**src/rtl/plsc_pkg.sv**
```systemverilog
// Constants for the link status and slot capability register block
package plsc_pkg;
  // Register indices; byte address is four times the index
  localparam logic [11:0] IDX_LINK_CTL = 12'h050;
  localparam logic [11:0] IDX_LINK_STS = 12'h052;
  localparam logic [11:0] IDX_SLOT_CAP = 12'h054;
  localparam logic [11:0] IDX_PORT_CFG = 12'h056;
  localparam logic [11:0] ADDR_LINK_CTL = {IDX_LINK_CTL[9:0], 2'b00};
  localparam logic [11:0] ADDR_LINK_STS = {IDX_LINK_STS[9:0], 2'b00};
  localparam logic [11:0] ADDR_SLOT_CAP = {IDX_SLOT_CAP[9:0], 2'b00};
  localparam logic [11:0] ADDR_PORT_CFG = {IDX_PORT_CFG[9:0], 2'b00};
  // Link control bit positions
  localparam int CTL_RETRAIN = 5;
  localparam int CTL_WIDTH_INHIBIT = 9;
  localparam int CTL_BW_MGMT_IE = 10;
  localparam int CTL_AUTO_BW_IE = 11;
  // Link status field positions
  localparam int STS_SPEED_LSB = 0;
  localparam int STS_WIDTH_LSB = 4;
  localparam int STS_TRAIN_ERR = 10;
  localparam int STS_TRAINING = 11;
  localparam int STS_SLOT_CLK = 12;
  localparam int STS_DL_ACTIVE = 13;
  localparam int STS_BW_MGMT = 14;
  localparam int STS_AUTO_BW = 15;
  // Port configuration bit positions
  localparam int CFG_LEGACY = 0;
  localparam int CFG_BW_NOTIFY = 1;
  localparam int CFG_SLOT_IMPL = 2;
  localparam int CFG_DL_REPORT = 3;
  localparam int CFG_LOCK = 4;
  localparam int CFG_REV_1_0A = 5;
  localparam int CFG_BITS = 6;
  localparam int SLOT_BITS = 6;
  // Reset values and codes
  localparam logic [3:0] SPEED_GEN1 = 4'h1;
  localparam logic [3:0] SPEED_GEN2 = 4'h2;
  localparam logic [3:0] SPEED_RST = 4'h1;
  localparam logic [5:0] WIDTH_RST = 6'h04;
  localparam logic [CFG_BITS-1:0] CFG_RST = 6'h00;
  localparam logic [SLOT_BITS-1:0] SLOT_RST = 6'h00;
  localparam logic [2:0] TS_RUN_LAST = 3'h7;
  localparam logic [1:0] RESP_OKAY = 2'h0;
  localparam logic [1:0] RESP_SLVERR = 2'h2;
endpackage : plsc_pkg

```
**src/rtl/plsc_regs.sv**
```systemverilog
// Link control, link status and slot capability registers of one switch port
//
// Notes on behaviour
// - Width-change inhibit stops own width changes except reliability reductions.
// - Legacy mode: inhibit, both enables and both flags read zero, ignore writes.
// - Autonomous-bandwidth enable raises interrupt when its flag becomes set.
// - Without bandwidth-notify capability, both enables and both flags are zero.
// - Speed field resets to 1; reports 1 for 2.5 Gbps, 2 for 5 Gbps.
// - Width field reports negotiated lane width; reset value set by hardware.
// - Training bit high while link training runs; resets to zero.
// - Slot clock bit starts from port's common-clock strap; software may override until locked.
// - Data-link active bit follows active state; zero without reporting capability.
// - Bandwidth-management flag set on retrain completion without DL_Down; W1C.
// - Bandwidth-management flag also set on reliability-driven speed/width change.
// - Autonomous flag set on other autonomous speed/width change; write-one-to-clear.
// - Slot bits 0..4 report fitted button, power, latch, indicators; reset zero.
// - Slot bit 5 reports surprise removal possible.
// - Slot bits read zero without slot implemented; otherwise writable until locked.
// - Writing one to retrain request sends training machine to Recovery.
`timescale 1ns/1ps
module plsc_regs #(
  parameter logic [5:0] RESET_WIDTH = plsc_pkg::WIDTH_RST
) (
  input wire logic clk,
  input wire logic resetn,
  input wire logic ce,
  input wire logic [11:0] s_axi_awaddr,
  input wire logic s_axi_awvalid,
  output logic s_axi_awready,
  input wire logic [31:0] s_axi_wdata,
  input wire logic [3:0] s_axi_wstrb,
  input wire logic s_axi_wvalid,
  output logic s_axi_wready,
  output logic [1:0] s_axi_bresp,
  output logic s_axi_bvalid,
  input wire logic s_axi_bready,
  input wire logic [11:0] s_axi_araddr,
  input wire logic s_axi_arvalid,
  output logic s_axi_arready,
  output logic [31:0] s_axi_rdata,
  output logic [1:0] s_axi_rresp,
  output logic s_axi_rvalid,
  input wire logic s_axi_rready,
  input wire logic upstream_port,
  input wire logic up_common_clock_strap,
  input wire logic down_common_clock_strap,
  input wire logic [3:0] phy_speed,
  input wire logic [5:0] phy_width,
  input wire logic phy_training,
  input wire logic phy_train_error,
  input wire logic phy_retrain_done,
  input wire logic phy_fix_change,
  input wire logic phy_other_change,
  input wire logic ts_valid,
  input wire logic ts_autonomous,
  input wire logic dl_up,
  input wire logic dl_down,
  output logic retrain_request,
  output logic width_change_inhibit,
  output logic bw_irq
);
  import plsc_pkg::*;

  // Bus slave state
  logic aw_held_r, w_held_r, awready_r, wready_r, bvalid_r, arready_r, rvalid_r;
  logic [11:0] awaddr_r;
  logic [31:0] wdata_r, rdata_r;
  logic [3:0] wstrb_r;
  logic [1:0] bresp_r, rresp_r;
  // Register state
  logic [CFG_BITS-1:0] cfg_r;
  logic [SLOT_BITS-1:0] slot_r;
  logic inhibit_raw_r, bwm_ie_raw_r, abw_ie_raw_r;
  logic bwm_r, abw_r, bwm_nxt, abw_nxt;
  logic [3:0] speed_r;
  logic [5:0] width_r;
  logic train_err_r, training_r, dl_active_r, sclk_r, strap_done_r;
  logic retrain_pend_r, retrain_r, inhibit_r, irq_r;
  logic [2:0] ts_cnt_r, ts_cnt_nxt;

  // Decoding
  wire aw_take = s_axi_awvalid & awready_r;
  wire w_take = s_axi_wvalid & wready_r;
  wire wr_fire = aw_held_r & w_held_r & ~bvalid_r;
  wire ar_take = s_axi_arvalid & arready_r;
  wire wsel_ctl = wr_fire & (awaddr_r == ADDR_LINK_CTL);
  wire wsel_sts = wr_fire & (awaddr_r == ADDR_LINK_STS);
  wire wsel_slot = wr_fire & (awaddr_r == ADDR_SLOT_CAP);
  wire wsel_cfg = wr_fire & (awaddr_r == ADDR_PORT_CFG);
  wire wr_hit = wsel_ctl | wsel_sts | wsel_slot | wsel_cfg;
  wire wr_lo = wstrb_r[0];
  wire wr_hi = wstrb_r[1];
  wire legacy = cfg_r[CFG_LEGACY];
  wire bw_allowed = cfg_r[CFG_BW_NOTIFY] & ~legacy;
  wire locked = cfg_r[CFG_LOCK];
  wire slot_impl = cfg_r[CFG_SLOT_IMPL];

  // Effective control bits
  wire inhibit_eff = inhibit_raw_r & ~legacy;
  wire bwm_ie_eff = bwm_ie_raw_r & bw_allowed;
  wire abw_ie_eff = abw_ie_raw_r & bw_allowed;
  wire retrain_wr = wsel_ctl & wr_lo & wdata_r[CTL_RETRAIN];

  // Flag events
  wire ts_hit = ts_valid & ts_autonomous & ~upstream_port & (ts_cnt_r == TS_RUN_LAST);
  wire bwm_set = bw_allowed & ~dl_down &
                 ((phy_retrain_done & retrain_pend_r) | phy_fix_change);
  wire abw_set = bw_allowed & (phy_other_change | ts_hit);
  wire bwm_clr = wsel_sts & wr_hi & wdata_r[STS_BW_MGMT];
  wire abw_clr = wsel_sts & wr_hi & wdata_r[STS_AUTO_BW];
  wire irq_evt = (bwm_ie_eff & bwm_set & ~bwm_r) | (abw_ie_eff & abw_set & ~abw_r);
  wire speed_ok = (phy_speed == SPEED_GEN1) | (phy_speed == SPEED_GEN2);

  // Read views
  wire [SLOT_BITS-1:0] slot_view = slot_impl ? slot_r : '0;
  wire [15:0] ctl_view = {4'h0, abw_ie_eff, bwm_ie_eff, inhibit_eff, 9'h000};
  wire [15:0] sts_view = {abw_r & bw_allowed, bwm_r & bw_allowed, dl_active_r, sclk_r,
                          training_r, train_err_r, width_r, speed_r};
  wire sel_ctl_rd = araddr_is(ADDR_LINK_CTL);
  wire sel_sts_rd = araddr_is(ADDR_LINK_STS);
  wire sel_slot_rd = araddr_is(ADDR_SLOT_CAP);
  wire sel_cfg_rd = araddr_is(ADDR_PORT_CFG);
  wire rd_hit = sel_ctl_rd | sel_sts_rd | sel_slot_rd | sel_cfg_rd;
  wire [31:0] rd_word = sel_ctl_rd ? {16'h0000, ctl_view} :
                        sel_sts_rd ? {16'h0000, sts_view} :
                        sel_slot_rd ? {26'h0, slot_view} :
                        sel_cfg_rd ? {26'h0, cfg_r} : 32'h0000_0000;

  function automatic logic araddr_is(input logic [11:0] a);
    araddr_is = (s_axi_araddr == a);
  endfunction : araddr_is

  assign bwm_nxt = bw_allowed & (bwm_set | (bwm_r & ~bwm_clr));
  assign abw_nxt = bw_allowed & (abw_set | (abw_r & ~abw_clr));

  always_comb begin
    ts_cnt_nxt = ts_cnt_r;
    if (ts_valid) begin
      ts_cnt_nxt = (ts_autonomous && ts_cnt_r != TS_RUN_LAST) ? 3'(ts_cnt_r + 3'h1) : 3'h0;
    end
  end

  // Write address and data channels, taken in either order
  always_ff @(posedge clk) begin
    if (!resetn) begin
      aw_held_r <= 1'b0;
      w_held_r <= 1'b0;
      awready_r <= 1'b1;
      wready_r <= 1'b1;
      awaddr_r <= 12'h000;
      wdata_r <= 32'h0000_0000;
      wstrb_r <= 4'h0;
    end else if (ce) begin
      if (aw_take) begin
        aw_held_r <= 1'b1;
        awready_r <= 1'b0;
        awaddr_r <= s_axi_awaddr;
      end else if (wr_fire) begin
        aw_held_r <= 1'b0;
      end
      if (w_take) begin
        w_held_r <= 1'b1;
        wready_r <= 1'b0;
        wdata_r <= s_axi_wdata;
        wstrb_r <= s_axi_wstrb;
      end else if (wr_fire) begin
        w_held_r <= 1'b0;
      end
      if (bvalid_r && s_axi_bready) begin
        awready_r <= 1'b1;
        wready_r <= 1'b1;
      end
    end
  end

  // Write response and read channel
  always_ff @(posedge clk) begin
    if (!resetn) begin
      bvalid_r <= 1'b0;
      bresp_r <= RESP_OKAY;
      arready_r <= 1'b1;
      rvalid_r <= 1'b0;
      rdata_r <= 32'h0000_0000;
      rresp_r <= RESP_OKAY;
    end else if (ce) begin
      if (wr_fire) begin
        bvalid_r <= 1'b1;
        bresp_r <= wr_hit ? RESP_OKAY : RESP_SLVERR;
      end else if (s_axi_bready) begin
        bvalid_r <= 1'b0;
      end
      if (ar_take) begin
        arready_r <= 1'b0;
        rvalid_r <= 1'b1;
        rdata_r <= rd_word;
        rresp_r <= rd_hit ? RESP_OKAY : RESP_SLVERR;
      end else if (rvalid_r && s_axi_rready) begin
        arready_r <= 1'b1;
        rvalid_r <= 1'b0;
      end
    end
  end

  // Software-written control and configuration
  always_ff @(posedge clk) begin
    if (!resetn) begin
      cfg_r <= CFG_RST;
      slot_r <= SLOT_RST;
      inhibit_raw_r <= 1'b0;
      bwm_ie_raw_r <= 1'b0;
      abw_ie_raw_r <= 1'b0;
    end else if (ce) begin
      if (wsel_cfg && wr_lo) begin
        cfg_r <= wdata_r[CFG_BITS-1:0];
      end
      if (wsel_slot && wr_lo && slot_impl && !locked) begin
        slot_r <= wdata_r[SLOT_BITS-1:0];
      end
      if (wsel_ctl && wr_hi && !legacy) begin
        inhibit_raw_r <= wdata_r[CTL_WIDTH_INHIBIT];
        bwm_ie_raw_r <= wdata_r[CTL_BW_MGMT_IE] & bw_allowed;
        abw_ie_raw_r <= wdata_r[CTL_AUTO_BW_IE] & bw_allowed;
      end
    end
  end

  // Link status tracking
  always_ff @(posedge clk) begin
    if (!resetn) begin
      speed_r <= SPEED_RST;
      width_r <= RESET_WIDTH;
      train_err_r <= 1'b0;
      training_r <= 1'b0;
      dl_active_r <= 1'b0;
    end else if (ce) begin
      if (speed_ok) begin
        speed_r <= phy_speed;
      end
      if (!phy_training) begin
        width_r <= phy_width;
      end
      if (!cfg_r[CFG_REV_1_0A] || retrain_wr) begin
        train_err_r <= 1'b0;
      end else if (phy_train_error) begin
        train_err_r <= 1'b1;
      end
      training_r <= phy_training;
      dl_active_r <= dl_up & cfg_r[CFG_DL_REPORT];
    end
  end

  // Slot clock bit: strap caught once after reset release, then writable until locked
  always_ff @(posedge clk) begin
    if (!resetn) begin
      sclk_r <= 1'b0;
      strap_done_r <= 1'b0;
    end else if (ce) begin
      if (!strap_done_r) begin
        sclk_r <= upstream_port ? up_common_clock_strap : down_common_clock_strap;
        strap_done_r <= 1'b1;
      end else if (wsel_sts && wr_hi && !locked) begin
        sclk_r <= wdata_r[STS_SLOT_CLK];
      end
    end
  end

  // Bandwidth flags, retrain tracking and outputs
  always_ff @(posedge clk) begin
    if (!resetn) begin
      bwm_r <= 1'b0;
      abw_r <= 1'b0;
      ts_cnt_r <= 3'h0;
      retrain_pend_r <= 1'b0;
      retrain_r <= 1'b0;
      inhibit_r <= 1'b0;
      irq_r <= 1'b0;
    end else if (ce) begin
      bwm_r <= bwm_nxt;
      abw_r <= abw_nxt;
      ts_cnt_r <= ts_cnt_nxt;
      if (retrain_wr) begin
        retrain_pend_r <= 1'b1;
      end else if (phy_retrain_done || dl_down) begin
        retrain_pend_r <= 1'b0;
      end
      retrain_r <= retrain_wr;
      inhibit_r <= inhibit_eff;
      irq_r <= irq_evt;
    end
  end

  assign s_axi_awready = awready_r;
  assign s_axi_wready = wready_r;
  assign s_axi_bresp = bresp_r;
  assign s_axi_bvalid = bvalid_r;
  assign s_axi_arready = arready_r;
  assign s_axi_rdata = rdata_r;
  assign s_axi_rresp = rresp_r;
  assign s_axi_rvalid = rvalid_r;
  assign retrain_request = retrain_r;
  assign width_change_inhibit = inhibit_r;
  assign bw_irq = irq_r;
endmodule : plsc_regs

```
**config.mk**
```make
export PLATFORM = sky130hd
export DESIGN_NAME = plsc_regs
export DESIGN_NICKNAME = d
export VERILOG_FILES = /design/src/rtl/plsc_pkg.sv /design/src/rtl/plsc_regs.sv
export SDC_FILE = /design/constraint.sdc
export NUM_CORES = 1
export LEC_CHECK = 0
export BUFFER_PORTS_ARGS = -buffer_cell sky130_fd_sc_hd__clkbuf_2
export CORE_AREA = 2 2 72 109
export CTS_CLUSTER_SIZE = 14
export DETAILED_ROUTE_END_ITERATION = 12
export DIE_AREA = 0 0 74 111
export PLACE_DENSITY = 0.87
export SYNTH_ARGS = -nofsm -noshare
export SYNTH_HDL_FRONTEND = slang
export SYNTH_SLANG_ARGS = --single-unit
```
**constraint.sdc**
```tcl
create_clock -name clk -period 5.2 [get_ports clk]
set_input_delay 1.04 -clock clk [delete_from_list [all_inputs] [get_ports clk]]
set_output_delay 1.04 -clock clk [all_outputs]
set_load 0.02 [all_outputs]
```
==> reports/summary.log <==
qor: logic_synthesis.postSynth.asyncResetShare 0
qor: timing.max_freq 349.5 MHz
qor: die.io_pins 134
qor: cells_and_area.final_nets 628
qor: routing.number_of_vias_in_the_routed_layout 3559
qor: cells_and_area.n_fill_cell 616
qor: grt.grt.total_usage 0.2400
qor: grt.globalRoute.totalOverflow 0
qor: cells_and_area.layout.core_utilization 0.6195
qor: routing.drcViolationCount 0
qor: power.vdd_drop_max 0.2380 mV
qor: clocking.cts_buffers 9
qor: timing.final_min_period_over_clock_period 0.5502
qor: timing.tightestPinTransition 1134 ps
qor: power.total_leakage_power 1.844 nW
qor: logic_synthesis.number_of_synthesized_register_bits 90
qor: logic_synthesis.synth.lib_cells_used.distinct 50
qor: logic_synthesis.synth_top_cells_by_area sky130_fd_sc_hd__dfxtp_1 47%, sky130_fd_sc_hd__nand2_1 10%, sky130_fd_sc_hd__mux2i_1 6.8%, sky130_fd_sc_hd__a21oi_1 6.3%, sky130_fd_sc_hd__buf_4 3.5%
qor: clocking.clkSlewWorstSetupHoldPaths 60 ps
qor: clocking.cts_setup_buffers 0
qor: worst_setup_path.regToRegStartpoint awaddr_r[8]$_SDFFE_PN0P_
qor: die.coreArea 7368 um2
qor: worst_setup_path.cp-endpoint s_axi_rdata[5]$_SDFFE_PN0P_
qor: worst_setup_path.start_kind input pin
qor: worst_setup_path.arrival 3100 ps
qor: placed_design.io_buffer_count 93
qor: logic_synthesis.postSynthAreaPerCell 8.429 um2
qor: logic_synthesis.post-synth-top-area-fraction 0.4688
qor: routing.post_drt_wl_per_cell 14.85 um
qor: worst_setup_path.reg2reg_depth 4
qor: worst_setup_path.crit_path_start resetn
qor: worst_setup_path.worst-setup-path-type in -> reg
qor: worst_setup_path.required_time_worst_endpoint 5440 ps
qor: placed_design.post-place-cells 627
qor: cells_and_area.final-instance-count-excl-fill 643
qor: routing.drt_first_pass_iters 5
qor: grt.grt_start_max_net_pins 40
qor: clocking.cts_hold_buf 0
qor: grt.number_of_antenna_violations_at_the_first_check_in_global_routing 0
qor: clocking.cts_sinks 90
qor: worst_setup_path.r2r_slack 3050 ps
qor: timing.final-setup-viol-count 0
qor: timing.timing.final.crit_period 2861 ps
qor: die.die-width 74 um
qor: routing.drtIter0Drc 191
qor: die.floorplan.initialDensity 0.5217
qor: job.drv.max_cap_violation_count 0
qor: timing.slew_headroom 0.2380
qor: worst_setup_path.worstSetupEndpointType flop
qor: clocking.cts-root-buf sky130_fd_sc_hd__clkbuf_16
qor: grt.grt_first_pass_wirelength 15340 um
qor: timing.timing.final.hold_violations 0
qor: clocking.cts.path.max_buffers 2
qor: clocking.clock_tree.htree_level_count 3
qor: logic_synthesis.synth-main-ff-cell sky130_fd_sc_hd__dfxtp_1
qor: placed_design.finalWeightedCongestion 0.7894
qor: cells_and_area.layout-drive-gt1-share 0.2181
qor: worst_setup_path.worstReg2RegEnd train_err_r$_SDFFE_PN0P_
qor: cells_and_area.num_antenna_cells 0
qor: timing.final.setup_skew 5.211 ps
qor: die.num_rows 39
qor: logic_synthesis.yosys_warnings 0
qor: die.die_height 111 um
qor: clocking.post_cts.resized_instances 0
qor: cells_and_area.synthToLayoutAreaGrowth 18.75%
qor: status.outcome finished clean
qor: clocking.clkLatencyLatePin 340 ps
qor: routing.drt.antenna.violating_nets 0
qor: logic_synthesis.synthesis.instances 456
qor: routing.post_drt_via_cell_ratio 5.535
qor: timing.fin_setup_tns 0 ps
qor: grt.vias_in_the_first_global_route 3445
qor: clocking.tritoncts built
qor: logic_synthesis.mappedNetlistArea 3844 um2
qor: placed_design.dp_hpwl 6822 um
qor: die.floorplan.die_area 8214 um2
qor: logic_synthesis.count_of_flip_flops_with_a_built_in_enable_after_synthesis 0
qor: logic_synthesis.ys_seq_area_frac 0.4688
qor: hold_path.kind_of_path_behind_the_tightest_hold_check reg -> reg
qor: timing.slew_violations 0
qor: routing.route.final.wire_length 9548 um
qor: timing.rsz0062_at_grt false
qor: power.power-per-cell-area 323.5 nW/um2
qor: worst_setup_path.path_max_fanout 39
qor: logic_synthesis.synth_largest_area_cell sky130_fd_sc_hd__dfxtp_1
-- cell families after synthesis --
family	synth area share
AOI/OAI and AO/OA	0.1403
xor gates and xnor gates	0.002279
adders and majority gates	0.006509
buffers and inverters	0.06771
DFF	0.4688
muxes	0.07161
other	0.0009756
and+or+nand+nor	0.2419
-- power by group --
part	switching, mW	internal [mW]
clock network	0.256	0.369
registers	0.0140	0.710
logic	0.0817	0.0459
total	0.352	1.12
-- cell usage in the layout (no fill, tap or decap), types with 4 or more instances in the layout --
master,instances
sky130_fd_sc_hd__conb_1,18
sky130_fd_sc_hd__clkbuf_2,93
sky130_fd_sc_hd__o31ai_1,5
sky130_fd_sc_hd__nor2_1,32
sky130_fd_sc_hd__inv_1,6
sky130_fd_sc_hd__o21ai_0,10
sky130_fd_sc_hd__clkbuf_16,9
sky130_fd_sc_hd__mux2i_1,26
sky130_fd_sc_hd__dfxtp_1,90
sky130_fd_sc_hd__nand3_1,14
sky130_fd_sc_hd__a31oi_1,6
sky130_fd_sc_hd__a21oi_1,48
sky130_fd_sc_hd__nand2_1,106
sky130_fd_sc_hd__clkinv_2,4
sky130_fd_sc_hd__nand2b_1,7
sky130_fd_sc_hd__nor3b_1,5
sky130_fd_sc_hd__a32oi_1,6
sky130_fd_sc_hd__nand4_1,4
-- critical path, stage by stage --
cell and delay [ps]:
sky130_fd_sc_hd__clkbuf_2 580, sky130_fd_sc_hd__inv_1 660, sky130_fd_sc_hd__a211o_1 520, sky130_fd_sc_hd__o31ai_1 290
-- state kept, by name, indices dropped and copies added (netlist names), 2 cells and up --
signal	count
wstrb_r	2
cfg_r	6
slot_r	6
awaddr_r	12
speed_r	4
ts_cnt_r	3
width_r	6
s_axi_rdata	16
wdata_r	12
-- per-layer routing --
metal / up-vias / global-route usage / share of wire
met5: - / 0 / 0
met4: 0 / 0.1503 / 0.053
met3: 44 / 0.04727 / 0.061
met2: 154 / 0.4077 / 0.52
met1: 1664 / 0.2628 / 0.37
li1: 1697 / - / -
-- layout make-up --
cell class              instances  area [um2]  area share
clock buffers                  10       229.0     0.05016
clock inverters                 6       57.56     0.01261
inverters                       6       22.52    0.004934
repair buffers                 95       480.5      0.1053
well taps                     102       127.6     0.02796
flip-flops and latches         90        1802      0.3947
multi-input cells             334        1846      0.4043
-- synthesized netlist by cell type, types with 2 or more instances --
library cell / instances
sky130_fd_sc_hd__a21o_1: 2
sky130_fd_sc_hd__o21ai_0: 10
sky130_fd_sc_hd__o21a_1: 3
sky130_fd_sc_hd__mux2i_1: 26
sky130_fd_sc_hd__a31oi_1: 6
sky130_fd_sc_hd__o31ai_1: 5
sky130_fd_sc_hd__nand2_1: 106
sky130_fd_sc_hd__buf_1: 5
sky130_fd_sc_hd__nor3_1: 3
sky130_fd_sc_hd__or3b_2: 2
sky130_fd_sc_hd__inv_1: 6
sky130_fd_sc_hd__nor3b_1: 5
sky130_fd_sc_hd__a21oi_1: 48
sky130_fd_sc_hd__a22oi_1: 2
sky130_fd_sc_hd__and3b_1: 2
sky130_fd_sc_hd__nand4b_1: 3
sky130_fd_sc_hd__nor2_1: 32
sky130_fd_sc_hd__dfxtp_1: 90
sky130_fd_sc_hd__buf_4: 18
sky130_fd_sc_hd__nor4_1: 2
sky130_fd_sc_hd__a32oi_1: 6
sky130_fd_sc_hd__clkbuf_1: 18
sky130_fd_sc_hd__nor2b_1: 2
sky130_fd_sc_hd__nand4_1: 4
sky130_fd_sc_hd__nand2b_1: 7
sky130_fd_sc_hd__nand3_1: 14
sky130_fd_sc_hd__or3_1: 3
sky130_fd_sc_hd__ha_1: 2
sky130_fd_sc_hd__and3_1: 3
-- through the flow --
stage / total power, mW / area, um2 / worst slack (ps) / hold slack [ps]
after floorplan: 0.8262 / 3908 / 2531 / 407.8
after global placement: 0.8594 / 4278 / 2174 / 415.8
after detailed placement: 0.8638 / 4278 / 2067 / 417.5
after CTS: 1.479 / 4564 / 2386 / 441.3
after global routing: 1.529 / 4564 / 2174 / 466.9
final: 1.477 / 4564 / 2339 / 449.0
-- how the worst min path moves through the flow --
| stage | start | endpoint | slack [ps] | cells after the start |
|---|---|---|---|---|
| 3_5_place_dp | speed_r[3]$_SDFFE_PN0P_ | speed_r[3]$_SDFFE_PN0P_ | 420 | 2 |
| 4_1_cts | speed_r[2]$_SDFFE_PN0P_ | speed_r[2]$_SDFFE_PN0P_ | 440 | 2 |
| 5_1_grt | speed_r[2]$_SDFFE_PN0P_ | speed_r[2]$_SDFFE_PN0P_ | 470 | 2 |
| 2_1_floorplan | speed_r[2]$_SDFFE_PN0P_ | speed_r[2]$_SDFFE_PN0P_ | 410 | 2 |
| 3_3_place_gp | speed_r[3]$_SDFFE_PN0P_ | speed_r[3]$_SDFFE_PN0P_ | 420 | 2 |
| 6_report | speed_r[2]$_SDFFE_PN0P_ | speed_r[2]$_SDFFE_PN0P_ | 450 | 2 |
No activity file was read; power rests on OpenSTA's default activity.
